## src/pia_arb.sv

```systemverilog
// package of constants and types, plus the vector priority arbiter
`timescale 1ns/1ns
package pia_pkg;
    localparam int NUM_SRC = 29;
    localparam int NUM_VEC = 10;

    // priority levels, higher code outranks lower; zero means nothing in service
    localparam logic [1:0] LVL_NONE = 2'h0;
    localparam logic [1:0] LVL_L    = 2'h1;
    localparam logic [1:0] LVL_H    = 2'h2;
    localparam logic [1:0] LVL_X    = 2'h3;

    // vectors below this index choose between X and L, the rest between H and L
    localparam logic [3:0] NUM_X_VEC = 4'h2;

    // vector addresses: base plus a fixed step per vector
    localparam logic [16:0] VEC_BASE = 17'h00003;
    localparam logic [16:0] VEC_STEP = 17'h00008;
    localparam logic [3:0]  VEC_SHARED_SERIAL = 4'h6;

    // source positions within the request vector
    localparam int SRC_PIN_A   = 0;
    localparam int SRC_PIN_B   = 1;
    localparam int SRC_PIN_C   = 2;
    localparam int SRC_USB_ACT = 4;
    localparam int SRC_BTMR    = 6;
    localparam int SRC_PORT0   = 24;

    // which sources share each vector
    localparam logic [NUM_SRC-1:0] VEC_SRC_MASK [NUM_VEC] = '{
        29'h0000001, 29'h0000002, 29'h000001C, 29'h0000060, 29'h0000080,
        29'h0000300, 29'h0003C00, 29'h01FC000, 29'h0E00000, 29'h1F000000};

    typedef enum logic [1:0] {PIA_RUN, PIA_HALT, PIA_HOLD, PIA_XHOLD} pia_mode_t;

    typedef struct packed {
        pia_mode_t   mode;
        logic [2:0]  in_svc;          // one bit per level L, H, X
        logic        irq_req;
        logic [3:0]  irq_index;
        logic [16:0] irq_vec_addr;
        logic [1:0]  irq_level;
        logic [1:0]  svc_lvl;         // highest level in service, registered
        logic        cpu_run_en;
        logic        periph_run_en;
        logic        base_timer_run_en;
        logic        pll_run_en;
        logic        ceramic_osc_en;
        logic        rc_osc_en;
        logic        crystal_osc_en;
    } pia_state_t;

    localparam pia_state_t PIA_ST_RST = '{
        mode: PIA_RUN, in_svc: 3'h0, irq_req: 1'b0, irq_index: 4'h0,
        irq_vec_addr: 17'h00000, irq_level: 2'h0, svc_lvl: 2'h0, cpu_run_en: 1'b1,
        periph_run_en: 1'b1, base_timer_run_en: 1'b1, pll_run_en: 1'b1,
        ceramic_osc_en: 1'b1, rc_osc_en: 1'b1, crystal_osc_en: 1'b1};

    // level of a vector from its upper/lower selection
    function automatic logic [1:0] vec_level(input logic [3:0] idx, input logic upper);
        if (!upper) begin
            return LVL_L;
        end
        return (idx < NUM_X_VEC) ? LVL_X : LVL_H;
    endfunction

    // highest level currently in service
    function automatic logic [1:0] svc_level(input logic [2:0] in_svc);
        if (in_svc[2]) begin
            return LVL_X;
        end
        if (in_svc[1]) begin
            return LVL_H;
        end
        return in_svc[0] ? LVL_L : LVL_NONE;
    endfunction

    // drop the innermost (highest) level in service
    function automatic logic [2:0] svc_pop(input logic [2:0] in_svc);
        if (in_svc[2]) begin
            return {1'b0, in_svc[1:0]};
        end
        if (in_svc[1]) begin
            return {2'h0, in_svc[0]};
        end
        return 3'h0;
    endfunction
endpackage

module pia_arb
    import pia_pkg::*;
(
    input  wire logic [NUM_VEC-1:0]   vec_pend,
    input  wire logic [2*NUM_VEC-1:0] vec_lvl,
    input  wire logic [1:0]           cur_lvl,
    output logic                      grant_valid,
    output logic [3:0]                grant_idx,
    output logic [1:0]                grant_lvl
);
    // descending scan with >= lets the smaller vector win a tie
    always_comb begin
        grant_valid = 1'b0;
        grant_idx   = 4'h0;
        grant_lvl   = LVL_NONE;
        for (int i = NUM_VEC - 1; i >= 0; i--) begin
            if (vec_pend[i] && (vec_lvl[2*i +: 2] > cur_lvl)
                    && (vec_lvl[2*i +: 2] >= grant_lvl)) begin
                grant_valid = 1'b1;
                grant_idx   = 4'(i);
                grant_lvl   = vec_lvl[2*i +: 2];
            end
        end
    end
endmodule // pia_arb

```

## src/pia_ctrl.sv

```systemverilog
// interrupt arbitration with level nesting and standby mode control
`timescale 1ns/1ns
// How it works
// - three levels, X above H above L
// - refuse requests not above level in service
// - highest level wins, then smallest vector
// - 29 sources folded onto 10 vectors
// - serial, usb reset/suspend, uart rx share 00033H
// - halt stops cpu, peripherals and oscillators run
// - halt ends on reset or interrupt
// - hold stops cpu, peripherals, all oscillators
// - hold wakes on reset pin or pins
// - hold also wakes on port0, usb active
// - crystal hold keeps only base timer running
// - crystal hold stops pll, ceramic, rc; crystal kept
// - crystal hold adds base timer wake
module pia_ctrl
    import pia_pkg::*;
(
    input  wire logic               clk,
    input  wire logic               rst,
    input  wire logic               ce,
    input  wire logic [NUM_SRC-1:0] irq_src,
    input  wire logic [NUM_VEC-1:0] vec_upper_sel,
    input  wire logic               int_take,
    input  wire logic               int_return,
    input  wire logic               halt_cmd,
    input  wire logic               hold_cmd,
    input  wire logic               xhold_cmd,
    input  wire logic               reset_pin_n,
    input  wire logic               ext_irq_pin_a,
    input  wire logic               ext_irq_pin_b,
    input  wire logic               ext_irq_pin_c,
    input  wire logic [2:0]         pin_active_high,
    input  wire logic               pll_cfg_on,
    input  wire logic               ceramic_oscillator_cfg_on,
    input  wire logic               internal_resistor_cap_oscillator_cfg_on,
    input  wire logic               crystal_cfg_on,
    output logic                    irq_req,
    output logic [3:0]              irq_index,
    output logic [16:0]             irq_vec_addr,
    output logic [1:0]              irq_level,
    output logic [1:0]              svc_level_out,
    output logic [1:0]              standby_mode,
    output logic                    cpu_run_en,
    output logic                    periph_run_en,
    output logic                    base_timer_run_en,
    output logic                    pll_run_en,
    output logic                    ceramic_oscillator_en,
    output logic                    internal_resistor_cap_oscillator_en,
    output logic                    crystal_osc_en
);
    pia_state_t st;
    pia_state_t next_st;

    logic [NUM_VEC-1:0]   vec_pend;
    logic [2*NUM_VEC-1:0] vec_lvl;
    logic                 grant_valid;
    logic [3:0]           grant_idx;
    logic [1:0]           grant_lvl;
    logic [1:0]           cur_lvl;
    logic                 pin_wake;
    logic                 hold_wake;
    logic                 xhold_wake;

    // fold sources onto vectors and attach each vector's level
    always_comb begin
        for (int v = 0; v < NUM_VEC; v++) begin
            vec_pend[v]       = |(irq_src & VEC_SRC_MASK[v]);
            vec_lvl[2*v +: 2] = vec_level(4'(v), vec_upper_sel[v]);
        end
    end

    assign cur_lvl = svc_level(st.in_svc);

    pia_arb u_arb (
        .vec_pend    (vec_pend),
        .vec_lvl     (vec_lvl),
        .cur_lvl     (cur_lvl),
        .grant_valid (grant_valid),
        .grant_idx   (grant_idx),
        .grant_lvl   (grant_lvl)
    );

    // wake causes: raw pins work with every clock stopped
    assign pin_wake   = |({ext_irq_pin_c, ext_irq_pin_b, ext_irq_pin_a} ~^ pin_active_high);
    assign hold_wake  = !reset_pin_n || pin_wake || irq_src[SRC_PORT0]
                        || irq_src[SRC_USB_ACT];
    assign xhold_wake = hold_wake || irq_src[SRC_BTMR];

    // next state: arbitration, nesting, standby modes
    always_comb begin
        next_st = st;
        // a take consumes the offered request, so hold off one cycle
        next_st.irq_req      = grant_valid && !int_take && st.mode != PIA_HOLD
                               && st.mode != PIA_XHOLD;
        next_st.irq_index    = grant_idx;
        next_st.irq_vec_addr = VEC_BASE + VEC_STEP * {13'h0, grant_idx};
        next_st.irq_level    = grant_lvl;
        if (int_take && st.irq_req) begin
            next_st.in_svc[st.irq_level - 2'h1] = 1'b1;
        end else if (int_return) begin
            next_st.in_svc = svc_pop(st.in_svc);
        end
        next_st.svc_lvl = svc_level(next_st.in_svc);
        unique case (st.mode)
            PIA_RUN: begin
                if (halt_cmd) begin
                    next_st.mode = PIA_HALT;
                end else if (hold_cmd) begin
                    next_st.mode = PIA_HOLD;
                end else if (xhold_cmd) begin
                    next_st.mode = PIA_XHOLD;
                end
            end
            PIA_HALT: begin
                if (!reset_pin_n || grant_valid) begin
                    next_st.mode = PIA_RUN;
                end
            end
            PIA_HOLD: begin
                if (hold_wake) begin
                    next_st.mode = PIA_RUN;
                end
            end
            PIA_XHOLD: begin
                if (xhold_wake) begin
                    next_st.mode = PIA_RUN;
                end
            end
        endcase
        // clock and run enables follow the mode being entered
        unique case (next_st.mode)
            PIA_RUN, PIA_HALT: begin
                next_st.cpu_run_en        = next_st.mode == PIA_RUN;
                next_st.periph_run_en     = 1'b1;
                next_st.base_timer_run_en = 1'b1;
                next_st.pll_run_en        = pll_cfg_on;
                next_st.ceramic_osc_en    = ceramic_oscillator_cfg_on;
                next_st.rc_osc_en         = internal_resistor_cap_oscillator_cfg_on;
                next_st.crystal_osc_en    = crystal_cfg_on;
            end
            PIA_HOLD: begin
                next_st.cpu_run_en        = 1'b0;
                next_st.periph_run_en     = 1'b0;
                next_st.base_timer_run_en = 1'b0;
                next_st.pll_run_en        = 1'b0;
                next_st.ceramic_osc_en    = 1'b0;
                next_st.rc_osc_en         = 1'b0;
                next_st.crystal_osc_en    = 1'b0;
            end
            PIA_XHOLD: begin
                next_st.cpu_run_en        = 1'b0;
                next_st.periph_run_en     = 1'b0;
                next_st.base_timer_run_en = 1'b1;
                next_st.pll_run_en        = 1'b0;
                next_st.ceramic_osc_en    = 1'b0;
                next_st.rc_osc_en         = 1'b0;
                next_st.crystal_osc_en    = st.crystal_osc_en;
            end
        endcase
    end

    // state register, frozen while ce is low
    always_ff @(posedge clk or posedge rst) begin
        if (rst) begin
            st <= PIA_ST_RST;
        end else if (ce) begin
            st <= next_st;
        end
    end

    // outputs straight from the state flops
    assign irq_req                             = st.irq_req;
    assign irq_index                           = st.irq_index;
    assign irq_vec_addr                        = st.irq_vec_addr;
    assign irq_level                           = st.irq_level;
    assign svc_level_out                       = st.svc_lvl;
    assign standby_mode                        = st.mode;
    assign cpu_run_en                          = st.cpu_run_en;
    assign periph_run_en                       = st.periph_run_en;
    assign base_timer_run_en                   = st.base_timer_run_en;
    assign pll_run_en                          = st.pll_run_en;
    assign ceramic_oscillator_en               = st.ceramic_osc_en;
    assign internal_resistor_cap_oscillator_en = st.rc_osc_en;
    assign crystal_osc_en                      = st.crystal_osc_en;
endmodule // pia_ctrl

```

## config.mk

```make
export PLATFORM = sky130hd
export DESIGN_NAME = pia_ctrl
export DESIGN_NICKNAME = d
export VERILOG_FILES = /design/src/pia_arb.sv /design/src/pia_ctrl.sv
export SDC_FILE = /design/constraint.sdc
export NUM_CORES = 1
export LEC_CHECK = 0
export BUFFER_PORTS_ARGS = -buffer_cell sky130_fd_sc_hd__buf_2
export CAP_MARGIN = 0
export CORE_ASPECT_RATIO = 0.5
export CORE_MARGIN = 2
export CORE_UTILIZATION = 40
export DETAILED_ROUTE_END_ITERATION = 7
export PLACE_DENSITY_LB_ADDON = 0.15
export SLEW_MARGIN = 20
export SYNTH_ARGS = -nofsm -noshare
export SYNTH_HDL_FRONTEND = slang
export SYNTH_SLANG_ARGS = --single-unit
```

## constraint.sdc

```tcl
create_clock -name clk -period 14 [get_ports clk]
set_input_delay 0.7 -clock clk [delete_from_list [all_inputs] [get_ports clk]]
set_output_delay 0.7 -clock clk [all_outputs]
set_load 0.01 [all_outputs]
```

# Word-level counts from Yosys, hierarchy flattened
# Index checks and enable logic that the tools add are counted.
[word_totals]
word_cells = 170
ff_bits = 38
inputBits = 58
[op_classes]
n_bitwise = 3
eq_ne = 8
muxes = 77
magnitude_cmp = 22
n_reduce_logical = 44
addsub = 2
[op_table]
columns = ["op", "n"]
rows = [
  ["$mux W2", 34],
  ["$mux W4", 10],
  ["$logic_and A1 B1 Y1", 25],
  ["$mux W1", 24],
  ["$pmux W7 S3", 1],
  ["$gt A2 B2 Y1", 10],
  ["$ge A2 B2 Y1", 9],
  ["$mux W3", 6],
  ["$reduce_or A3 Y1", 3],
  ["$add A2 B7 Y8 const A", 1],
  ["$eq A2 B2 Y1 const B", 4],
  ["$pmux W2 S4", 1],
  ["$reduce_or A7 Y1", 1],
  ["$reduce_or A2 Y1", 3],
  ["$logic_or A1 B1 Y1", 5],
  ["$reduce_or A5 Y1", 1],
  ["$eq A2 B1 Y1 const B", 2],
  ["$ge A2 B1 Y1 const B", 2],
  ["$logic_not A2 Y1", 2],
  ["$ne A2 B2 Y1 const B", 2],
  ["$reduce_or A4 Y1", 1],
  ["$lt A2 B3 Y1 const B", 1],
  ["$or A3 B3 Y3", 1],
  ["$xnor A3 B3 Y3", 1],
  ["5 further kinds", 6],
]

# Depth between registers and ports, before layout
# Gate-level depths: netlist (run 1).
[logic_depth]
ltp_word = 41
depth_mapped = 51
mapped_depth_nobuf = 51

# Hierarchy
# A second synthesis (run 1) with hierarchy kept.
[unflattened]
cells_unflattened = 322
hier_area_um2 = 2717.6
[by_module_without_submodules]
columns = ["mod", "instances", "area_each_um2", "seq_area_each_um2", "cells_each"]
rows = [
  ["pia_arb", 1, 1383.8, 0.0, 182],
  ["pia_ctrl", 1, 1333.8, 559.3, 140],
]

# Worst setup path after synthesis (run 1)
# Ideal clock, no wire load.
[synth_path]
path_type = "reg2reg"
from = "reg st[34] in the netlist's numbering"
to = "reg st (netlist bit irq_level[0])"
synth_period_minus_slack_ns = 10.269
stages_incl_launch_ff = 47
setup_ns = 0.126
t_arrival_ns = 10.143
setup_slack_ns = 3.731
cell_sequence = "dfrtp_1 > nor2_1 > ha_1 > nand2_1 > o21ai_1 > nor3_2 > ha_1 > nand2b_1 > a21oi_1 > nor3_1 > a21o_2 > ha_1 > nand2b_1 > a21oi_1 > a211oi_2 > a311oi_2 > or2_2 > ha_1 > [... 11 more ...] > nor2_1 > a21oi_1 > a22o_2 > ha_1 > nand2b_1 > a21oi_1 > nor2_1 > a221o_1 > and2_2 > ha_1 > nand2b_1 > a21oi_1 > a2111oi_0 > a311oi_1 > o31ai_1 > a32o_1 > nand3_1 > o32a_1"
[synth_between]
elab_chain_len = 35
word_cells_on_any_way = 54
cone_classes = "order compare (19); mux (15); reduce/logical (20)"
[synth_rtl]
columns = ["element", "line_no", "text"]
rows = [
  ["from (decl)", "pia_ctrl.sv:53", "pia_state_t st;"],
  ["from (signal assigned)", "pia_ctrl.sv:169", "st <= next_st;"],
  ["$mux W1 (2 in a row)", "pia_arb.sv:72", "if (in_svc[1]) begin"],
  ["$mux W2 *", "pia_arb.sv:75", "return in_svc[0] ? LVL_L : LVL_NONE;"],
  ["$mux W2 *", "pia_arb.sv:72", ""],
  ["$gt A2 B2 Y1", "pia_arb.sv:106", "if (vec_pend[i] && (vec_lvl[2*i +: 2] > cur_lvl)"],
  ["$logic_and A1 B1 Y1", "pia_arb.sv:106", ""],
  ["$logic_and A1 B1 Y1", "pia_arb.sv:107", "&& (vec_lvl[2*i +: 2] >= grant_lvl)) begin"],
  ["$mux W2", "pia_arb.sv:106", ""],
  ["$ge A2 B2 Y1", "pia_arb.sv:107", ""],
  ["[... 18 more ...]", "-", ""],
  ["$logic_and A1 B1 Y1", "pia_arb.sv:107", ""],
  ["$mux W2", "pia_arb.sv:106", ""],
  ["$ge A2 B2 Y1", "pia_arb.sv:107", ""],
  ["$logic_and A1 B1 Y1", "pia_arb.sv:107", ""],
  ["$mux W2", "pia_arb.sv:106", ""],
  ["$ge A2 B2 Y1", "pia_arb.sv:107", ""],
  ["$logic_and A1 B1 Y1", "pia_arb.sv:107", ""],
  ["$mux W2 *", "pia_arb.sv:106", ""],
]
# Every way passes the cells marked *; elsewhere a longest branch is shown, timed or not. The select of a mux whose other input is x is not followed.
# A chain may end at the register's enable or synchronous reset.

# Worst setup path in the final report (run 1)
# Same ends and word-level chain as after synthesis.

==> implementation parameters, run 1 <==
Parameter                              Value

Placement
  Quantity of I/O buffers inserted on ports ... 81
  Post-DP HPWL ... 4470 um
  Placer's final routability congestion estimate ... 0.826
  Cell count after placement ... 417
  Cell area after placement ... 0.00274 sq mm
  Pre-CTS setup slack ... 2330 ps

Drt
  Post-route antenna net violation count ... 0
  DRC ... 0
  Number of iterations in the first detailed-routing pass ... 4
  Overall routed net length ... 5470 um
  DR iter-0 viols ... 45
  Avg Vias per Cell ... 5.28
  Post-detailed-route wirelength per cell ... 13.0 um
  Total number of vias ... 2223

Timing
  Relative slew margins ... 0.376
  Final setup TNS ... 0 ps
  Endpoints failing setup ... 0
  Worst setup margin ... 2290 ps
  Setup Skew ... 2.55 ps
  Crit share post-route ... 0.836
  Final count of pins violating max slew ... 0
  Number of hold-slack violations in the final timing report ... 0
  RSZ-0062 raised after global routing ... false
  Transition time at the pin with the least slew margin ... 928 ps
  Peak clock frequency supported by timing ... 85.4 MHz
  Post-route minimum period ... 11710 ps

Setup path
  Biggest cell delay along the critical path ... 730 ps
  Kind of critical path ... reg -> reg
  Most repeated library cell on the critical path ... a21oi_1
  Startpoint kind of the worst setup timing path ... flop
  Timing startpoint of the critical path ... st[34]
  Cells on worst reg2reg path ... 49
  Internal reg-to-reg setup slack ... 2290 ps
  Capture instance of the worst register-to-register path ... irq_level[0]
  Endpoint required time on the critical path ... 14140 ps
  Critical Path Sink Type ... flop
  Maximum fanout count along the critical path ... 10
  Critical Path Slowest Stage Cell ... o41ai_2
  Worst R2R Start ... st[34]
  Arr. time, crit path ... 11850 ps

Layout
  Signed area change from the synthesized netlist to the final layout ... 17.9%
  Flip-flop and latch area ... 559 sq um
  Number of standard cells in the layout, taps in and fillers out ... 421
  Final instance area ... 0.00285 sq mm
  Layout cells sized above 1 ... 0.325
  Multi-input combinational cell area ... 0.00161 sq mm
  Number of fill cells ... 552
  Final-stage net count ... 439
  Post-layout util ... 0.503
  Antenna diode instance count ... 0

Logic synthesis
  Post-synthesis area per instance ... 8.56 sq um
  Ys Warns ... 0
  Mapped Area ... 0.00241 sq mm
  Number of instances in the synthesized netlist ... 282
  Primary FF master, synth ... dfrtp_1
  Share of flip-flops with an asynchronous set or reset after synthesis ... 1.00
  Count of state elements after synthesis ... 22
  Count of flip-flops with a built-in enable after synthesis ... 0
  Count of distinct cell types in the synthesized netlist ... 67
  Fraction of the yosys area taken by sequential cells ... 0.232

CTS
  Clock input transition at the sequential cells of the worst setup and hold paths ... 60 ps
  Clk Tree Root Cell ... clkbuf_16
  Hold buffer count at cts ... 0
  CTS tree ... built
  # Post-CTS Setup Buffers ... 0
  Post-CTS Resized ... 0
  Depth of the CTS H-tree ... 1
  Number of buffers inserted during clock tree synthesis ... 3
  Clock latency at the later pin of the worst-skew pair ... 250 ps
  Clk buf depth ... 2
  Clk sinks ... 22

Power and ir drop
  Pwr per Cell Area ... 218 mW/mm^2
  Switching portion of total power ... 0.466
  Leakage power ... 1.36 nW
  Proportion of power drawn by the clock network ... 0.129
  Internal power ... 331 uW
  Switching power summed over all nets ... 289 uW
  Combinational share of power ... 0.710
  Portion of total power attributed to sequential cells ... 0.161
  IR drop worst, VDD ... 88.7 uV

Floorplanning
  Die height ... 58.9 um
  Core Box Area ... 0.00566 sq mm
  Core Rows ... 19
  Width of the die ... 114 um
  Starting utilization of the core area ... 0.427
  Die outline area ... 0.00671 sq mm
  Number of I/O pins ... 93

Run
  Max cap viols ... 0

Hold path
  Cells on Worst Hold Path ... 1
  Launch instance of the worst min-delay path ... cpu_run_en
  Path class of the lowest-slack min-delay path ... reg -> reg
  Endpoint with the worst hold slack ... cpu_run_en

Global route
  Maximum number of pins on one net before global-route repair ... 23
  Initial antenna violation count ... 0
  Global-route wire length before repair ... 9110 um
  Vias in the first global route ... 1992
  Overflow left after global routing ... 0
  All-Layer GR Usage ... 0.166

Status
  Status ... finished clean
-- per-stage QoR --
step | hold slack, ps | total power [mW]
2_1_floorplan | 463 | 0.453
3_3_place_gp | 466 | 0.526
3_5_place_dp | 474 | 0.540
4_1_cts | 480 | 0.624
5_1_grt | 485 | 0.691
6_report | 479 | 0.620
-- cell usage in the layout (no fill, tap or decap), types with 3 or more instances in the layout --
cell type	synthesis	routed
buf_2	0	81
a21boi_0	3	3
dfrtp_1	15	15
o31ai_1	3	3
nor2b_1	8	8
clkbuf_16	0	3
ha_1	32	32
nand3_1	3	3
conb_1	1	11
o21ai_0	9	9
a22o_1	3	3
mux2i_1	3	3
nor2_1	26	26
a21oi_1	28	28
nor3_1	4	4
nand2b_1	8	8
inv_1	17	17
nand2_1	18	18
dfstp_2	7	7
nor4_1	3	3
-- cell type report --
type,instances,area share
tap,73,0.0321
timing repair buffer,82,0.145
clock buffer,3,0.0264
multi-input combinational,223,0.567
clock inverter,1,0.0105
inverter,17,0.0224
sequential,22,0.196
-- worst max-delay path, delay by kind of cell (launching register included) --
kind / cells / cell delay (ps)
AND/OR/NAND/NOR: 16 / 2630
adder cells (fa/ha/maj): 8 / 2240
flip-flops: 1 / 410
AO/OA/AOI/OAI: 21 / 5520
multiplexers: 1 / 410
buffers and inverters: 3 / 430
-- worst max-delay path by stage --
stage	endpoint	slack, ps	cells past startpoint
2_1_floorplan	irq_level[0]	3730	46
3_3_place_gp	irq_level[0]	2740	48
3_5_place_dp	irq_level[0]	2330	48
4_1_cts	irq_level[0]	2310	48
5_1_grt	irq_level[0]	1230	48
6_report	irq_level[0]	2290	49
-- cell usage after synthesis (all sizes together), types with 2 or more instances --
cell     number  area share
nor3b         2      0.0062
nand3         3      0.0062
a31oi         2      0.0052
or4           2      0.0078
or2           4       0.011
nor4          5       0.018
mux2i         3       0.012
buf          27       0.084
a211oi        3       0.017
a21boi        3      0.0093
o2bb2ai       2      0.0073
nor2b         8       0.021
a22o          4       0.015
inv          17       0.026
o21ai        11       0.023
nand2        18       0.028
o22ai         2      0.0052
ha           32        0.17
o221ai        2      0.0073
nor2         27       0.045
nand2b        8       0.021
a311oi        2      0.0098
o31ai         4       0.015
a21oi        28       0.058
mux2          2      0.0093
a21o          2      0.0067
o32ai         2      0.0073
xor2          2      0.0073
a2111oi       2       0.015
o31a          2      0.0073
nor3          5       0.012
o211ai        3       0.011
clkbuf        3      0.0047
o21a          2      0.0062
dfrtp        15        0.16
and2          2      0.0057
dfstp         7       0.076
-- flip-flops by register name (all words and copies together), names as in the netlist --
| name | flops |
|---|---|
| irq_req | 1 |
| cpu_run_en | 1 |
| irq_index | 4 |
| irq_vec_addr | 1 |
| internal_resistor_cap_oscillator_en | 1 |
| periph_run_en | 1 |
| ceramic_oscillator_en | 1 |
| svc_level_out | 2 |
| crystal_osc_en | 1 |
| standby_mode | 2 |
| base_timer_run_en | 1 |
| irq_level | 2 |
| pll_run_en | 1 |
| st | 3 |
-- power by group through the flow --
stage	Clock (mW)	Sequential, mW	Combinational [mW]
after detailed placement	0	0.101	0.440
after global routing	0.0854	0.103	0.503
after global placement	0	0.101	0.425
after floorplan	0	0.0997	0.354
after CTS	0.0822	0.0999	0.441
final	0.0801	0.0999	0.440
-- cells by family (layout without fill, tap and decap cells) --
| kind of cell | Yosys count | after routing | share of synthesized area |
|---|---|---|---|
| compound gates | 85 | 85 | 0.263 |
| xor+xnor | 3 | 3 | 0.0109 |
| fa+ha+maj | 32 | 32 | 0.166 |
| buf+inv | 47 | 103 | 0.115 |
| flops | 22 | 22 | 0.232 |
| mux | 5 | 5 | 0.0218 |
| other cells | 1 | 11 | 0.00155 |
| simple gates | 87 | 87 | 0.190 |
-- metal layers --
layer | vias up | track usage | routed length, um
li1 | 1129 | - | -
met1 | 1032 | 0.228 | 2710
met2 | 58 | 0.284 | 2430
met3 | 4 | 0.0237 | 278
met4 | 0 | 0.0366 | 44
met5 | - | 0 | 0
No activity file was read; power rests on OpenSTA's default activity.
==> run 2, diff against run 1 <==
clock period = 10.97 ns   (was 14 ns; I/O delays follow)
==> run 2 against run 1 <==
  * First-iteration DRC count is 89% higher
  * Largest power group unchanged
  * Largest cell class unchanged
  * Critical endpoint is now standby_mode[0]
  * Die area unchanged
  * Global-route usage grew 1.0 points
  * Worst hold slack got worse by 34 ps
==> implementation parameters, run 2 (synthesized netlist as in run 1, its figures left out) <==
Parameter                              Value

Floorplanning
  Number of I/O pins ... 93 (unchanged)
  Core Rows ... 19 (unchanged)
  Starting utilization of the core area ... 0.427 (unchanged)
  Die height ... 58.9 um (unchanged)
  Die outline area ... 0.00671 sq mm (unchanged)
  Core Box Area ... 0.00566 sq mm (unchanged)
  Width of the die ... 114 um (unchanged)

Timing
  Post-route minimum period ... 10260 ps (was 11710 ps)
  Number of hold-slack violations in the final timing report ... 0 (unchanged)
  Relative slew margins ... 0.393 (was 0.376)
  Crit share post-route ... 0.935 (was 0.836)
  Endpoints failing setup ... 0 (unchanged)
  Peak clock frequency supported by timing ... 97.5 MHz (was 85.4 MHz)
  Final count of pins violating max slew ... 0 (unchanged)
  Transition time at the pin with the least slew margin ... 904 ps (was 928 ps)
  Setup Skew ... 5.04 ps (was 2.55 ps)
  Worst hold-check slack ... 446 ps (was 479 ps)

Setup path
  Family of cells with the greatest summed delay on the critical path ... compound AO/OA/AOI/OAI gates (unchanged)
  Total buffers and inverters traversed by the critical path ... 0 (was 3)
  Maximum fanout count along the critical path ... 8 (was 10)
  Biggest cell delay along the critical path ... 500 ps (was 730 ps)
  Startpoint kind of the worst setup timing path ... flop (unchanged)
  Critical Path Slowest Stage Cell ... or4_1 (was o41ai_2)
  Endpoint required time on the critical path ... 11170 ps (was 14140 ps)
  Kind of critical path ... reg -> reg (unchanged)
  Critical Path Sink Type ... flop (unchanged)
  Arr. time, crit path ... 10460 ps (was 11850 ps)

Layout
  Signed area change from the synthesized netlist to the final layout ... 21.9% (was 17.9%)
  Highest-count cells in the layout ignoring fill and taps ... buf_2, ha_1, a21oi_1 (unchanged)
  Final-stage net count ... 446 (was 439)
  Antenna diode instance count ... 0 (unchanged)
  Most common cell after layout, fill and taps aside ... buf_2 (unchanged)
  Layout cells sized above 1 ... 0.358 (was 0.325)
  Post-layout util ... 0.520 (was 0.503)
  Flip-flop count of the largest register after layout ... 4 (unchanged)

Global route
  Overflow left after global routing ... 0 (unchanged)
  All-Layer GR Usage ... 0.176 (was 0.166)
  Maximum number of pins on one net before global-route repair ... 23 (unchanged)
  Vias in the first global route ... 2139 (was 1992)
  Initial antenna violation count ... 0 (unchanged)
  Global-route wire length before repair ... 9610 um (was 9110 um)

Power and ir drop
  Post-layout power ... 845 uW (was 620 uW)
  Pwr per Cell Area ... 287 mW/mm^2 (was 218 mW/mm^2)
  IR drop worst, VDD ... 103 uV (was 88.7 uV)
  Leakage power ... 1.40 nW (was 1.36 nW)

Placement
  Placer's final routability congestion estimate ... 0.813 (was 0.826)
  Quantity of I/O buffers inserted on ports ... 81 (unchanged)
  Post-DP HPWL ... 4600 um (was 4470 um)

CTS
  Number of buffers inserted during clock tree synthesis ... 3 (unchanged)
  Clk sinks ... 22 (unchanged)
  Depth of the CTS H-tree ... 1 (unchanged)
  CTS tree ... built (unchanged)
  Clock input transition at the sequential cells of the worst setup and hold paths ... 60 ps (about the same)
  Hold buffer count at cts ... 0 (unchanged)
  Clk Tree Root Cell ... clkbuf_16 (unchanged)
  Clock latency at the later pin of the worst-skew pair ... 260 ps (was 250 ps)
  Clk buf depth ... 2 (unchanged)

Drt
  DR iter-0 viols ... 85 (was 45)
  Post-detailed-route wirelength per cell ... 13.4 um (was 13.0 um)
  Avg Vias per Cell ... 5.33 (was 5.28)
  Post-route antenna net violation count ... 0 (unchanged)
  Number of iterations in the first detailed-routing pass ... 4 (unchanged)
  Total number of vias ... 2280 (was 2223)
  Overall routed net length ... 5740 um (was 5470 um)
  DRC ... 0 (unchanged)

Hold path
  Path class of the lowest-slack min-delay path ... in -> async (was reg -> reg)

Run
  Max cap viols ... 0 (unchanged)

Status
  Status ... finished clean (unchanged)
## run 2: cell count changes in the layout (fill, tap and decap cells not counted)
| cell | previous run | this run |
|---|---|---|
| a21oi_2 | 0 | 2 |
| a311oi_1 | 1 | 0 |
| nor3_4 | 0 | 1 |
| a2111oi_0 | 1 | 0 |
| a2111oi_2 | 0 | 1 |
| a211oi_4 | 1 | 2 |
| nor3_1 | 4 | 3 |
| a211oi_2 | 1 | 0 |
| nor2_1 | 26 | 24 |
| a311oi_2 | 1 | 2 |
| nor2_2 | 0 | 2 |
| buf_4 | 1 | 8 |
| a21oi_1 | 28 | 26 |
## run 2: routing by layer
| layer | GRT usage | routed length [um] | up-vias | share of wire |
|---|---|---|---|---|
| met1 | 0.232 | 2740 | 1054 | 0.48 |
| met3 | 0.0319 | 340 | 7 | 0.059 |
| met4 | 0.0296 | 45 | 0 | 0.0078 |
| met2 | 0.314 | 2610 | 78 | 0.45 |
| li1 | - | - | 1141 | - |
| met5 | 0 | 0 | - | 0 |
## run 2: timing repair
item,CTS,global route
setup buffers,1,3
setup endpoints to repair,6,9
resized for setup,1,9
pin swaps,1,3
## run 2: metrics by stage
stage | setup WS [ps] | instance area, sq um | setup TNS [ps] | cells
CTS | 191 | 2880 | 0 | 425
detailed placement | -180 | 2760 | -569 | 420
finish | 710 | 2940 | 0 | 428
global route | -4.58 | 2940 | -4.58 | 428
floorplan | 701 | 2450 | 0 | 292
global placement | 225 | 2760 | 0 | 420
## run 2: final cells by class
cell class / count / area (sq um)
multi-input combinational: 223 / 1660
clock buffer: 3 / 75.1
sequential: 22 / 559
clock inverter: 1 / 30.0
fill: 544 / 2720
tap: 73 / 91.3
timing repair buffer: 89 / 465
inverter: 17 / 63.8
## run 2: worst paths after layout
check | endpoint | from | slack [ps] | depth (start not counted)
max in group asynchronous | irq_index[2] | rst | 10010 | 2
worst max-delay path | standby_mode[0] | st[34] | 710 | 48
min in group clk | cpu_run_en | cpu_run_en | 480 | 1
worst max register to register | standby_mode[0] | st[34] | 710 | 48
worst min-delay path | st[35] | rst | 450 | 2
worst min register to register | cpu_run_en | cpu_run_en | 480 | 1
## run 2: report_power, final
part | internal (mW) | leakage [nW] | switching [mW]
combinational | 0.274 | 1.10 | 0.339
sequential | 0.108 | 0.251 | 0.0206
clock | 0.0725 | 0.0511 | 0.0311
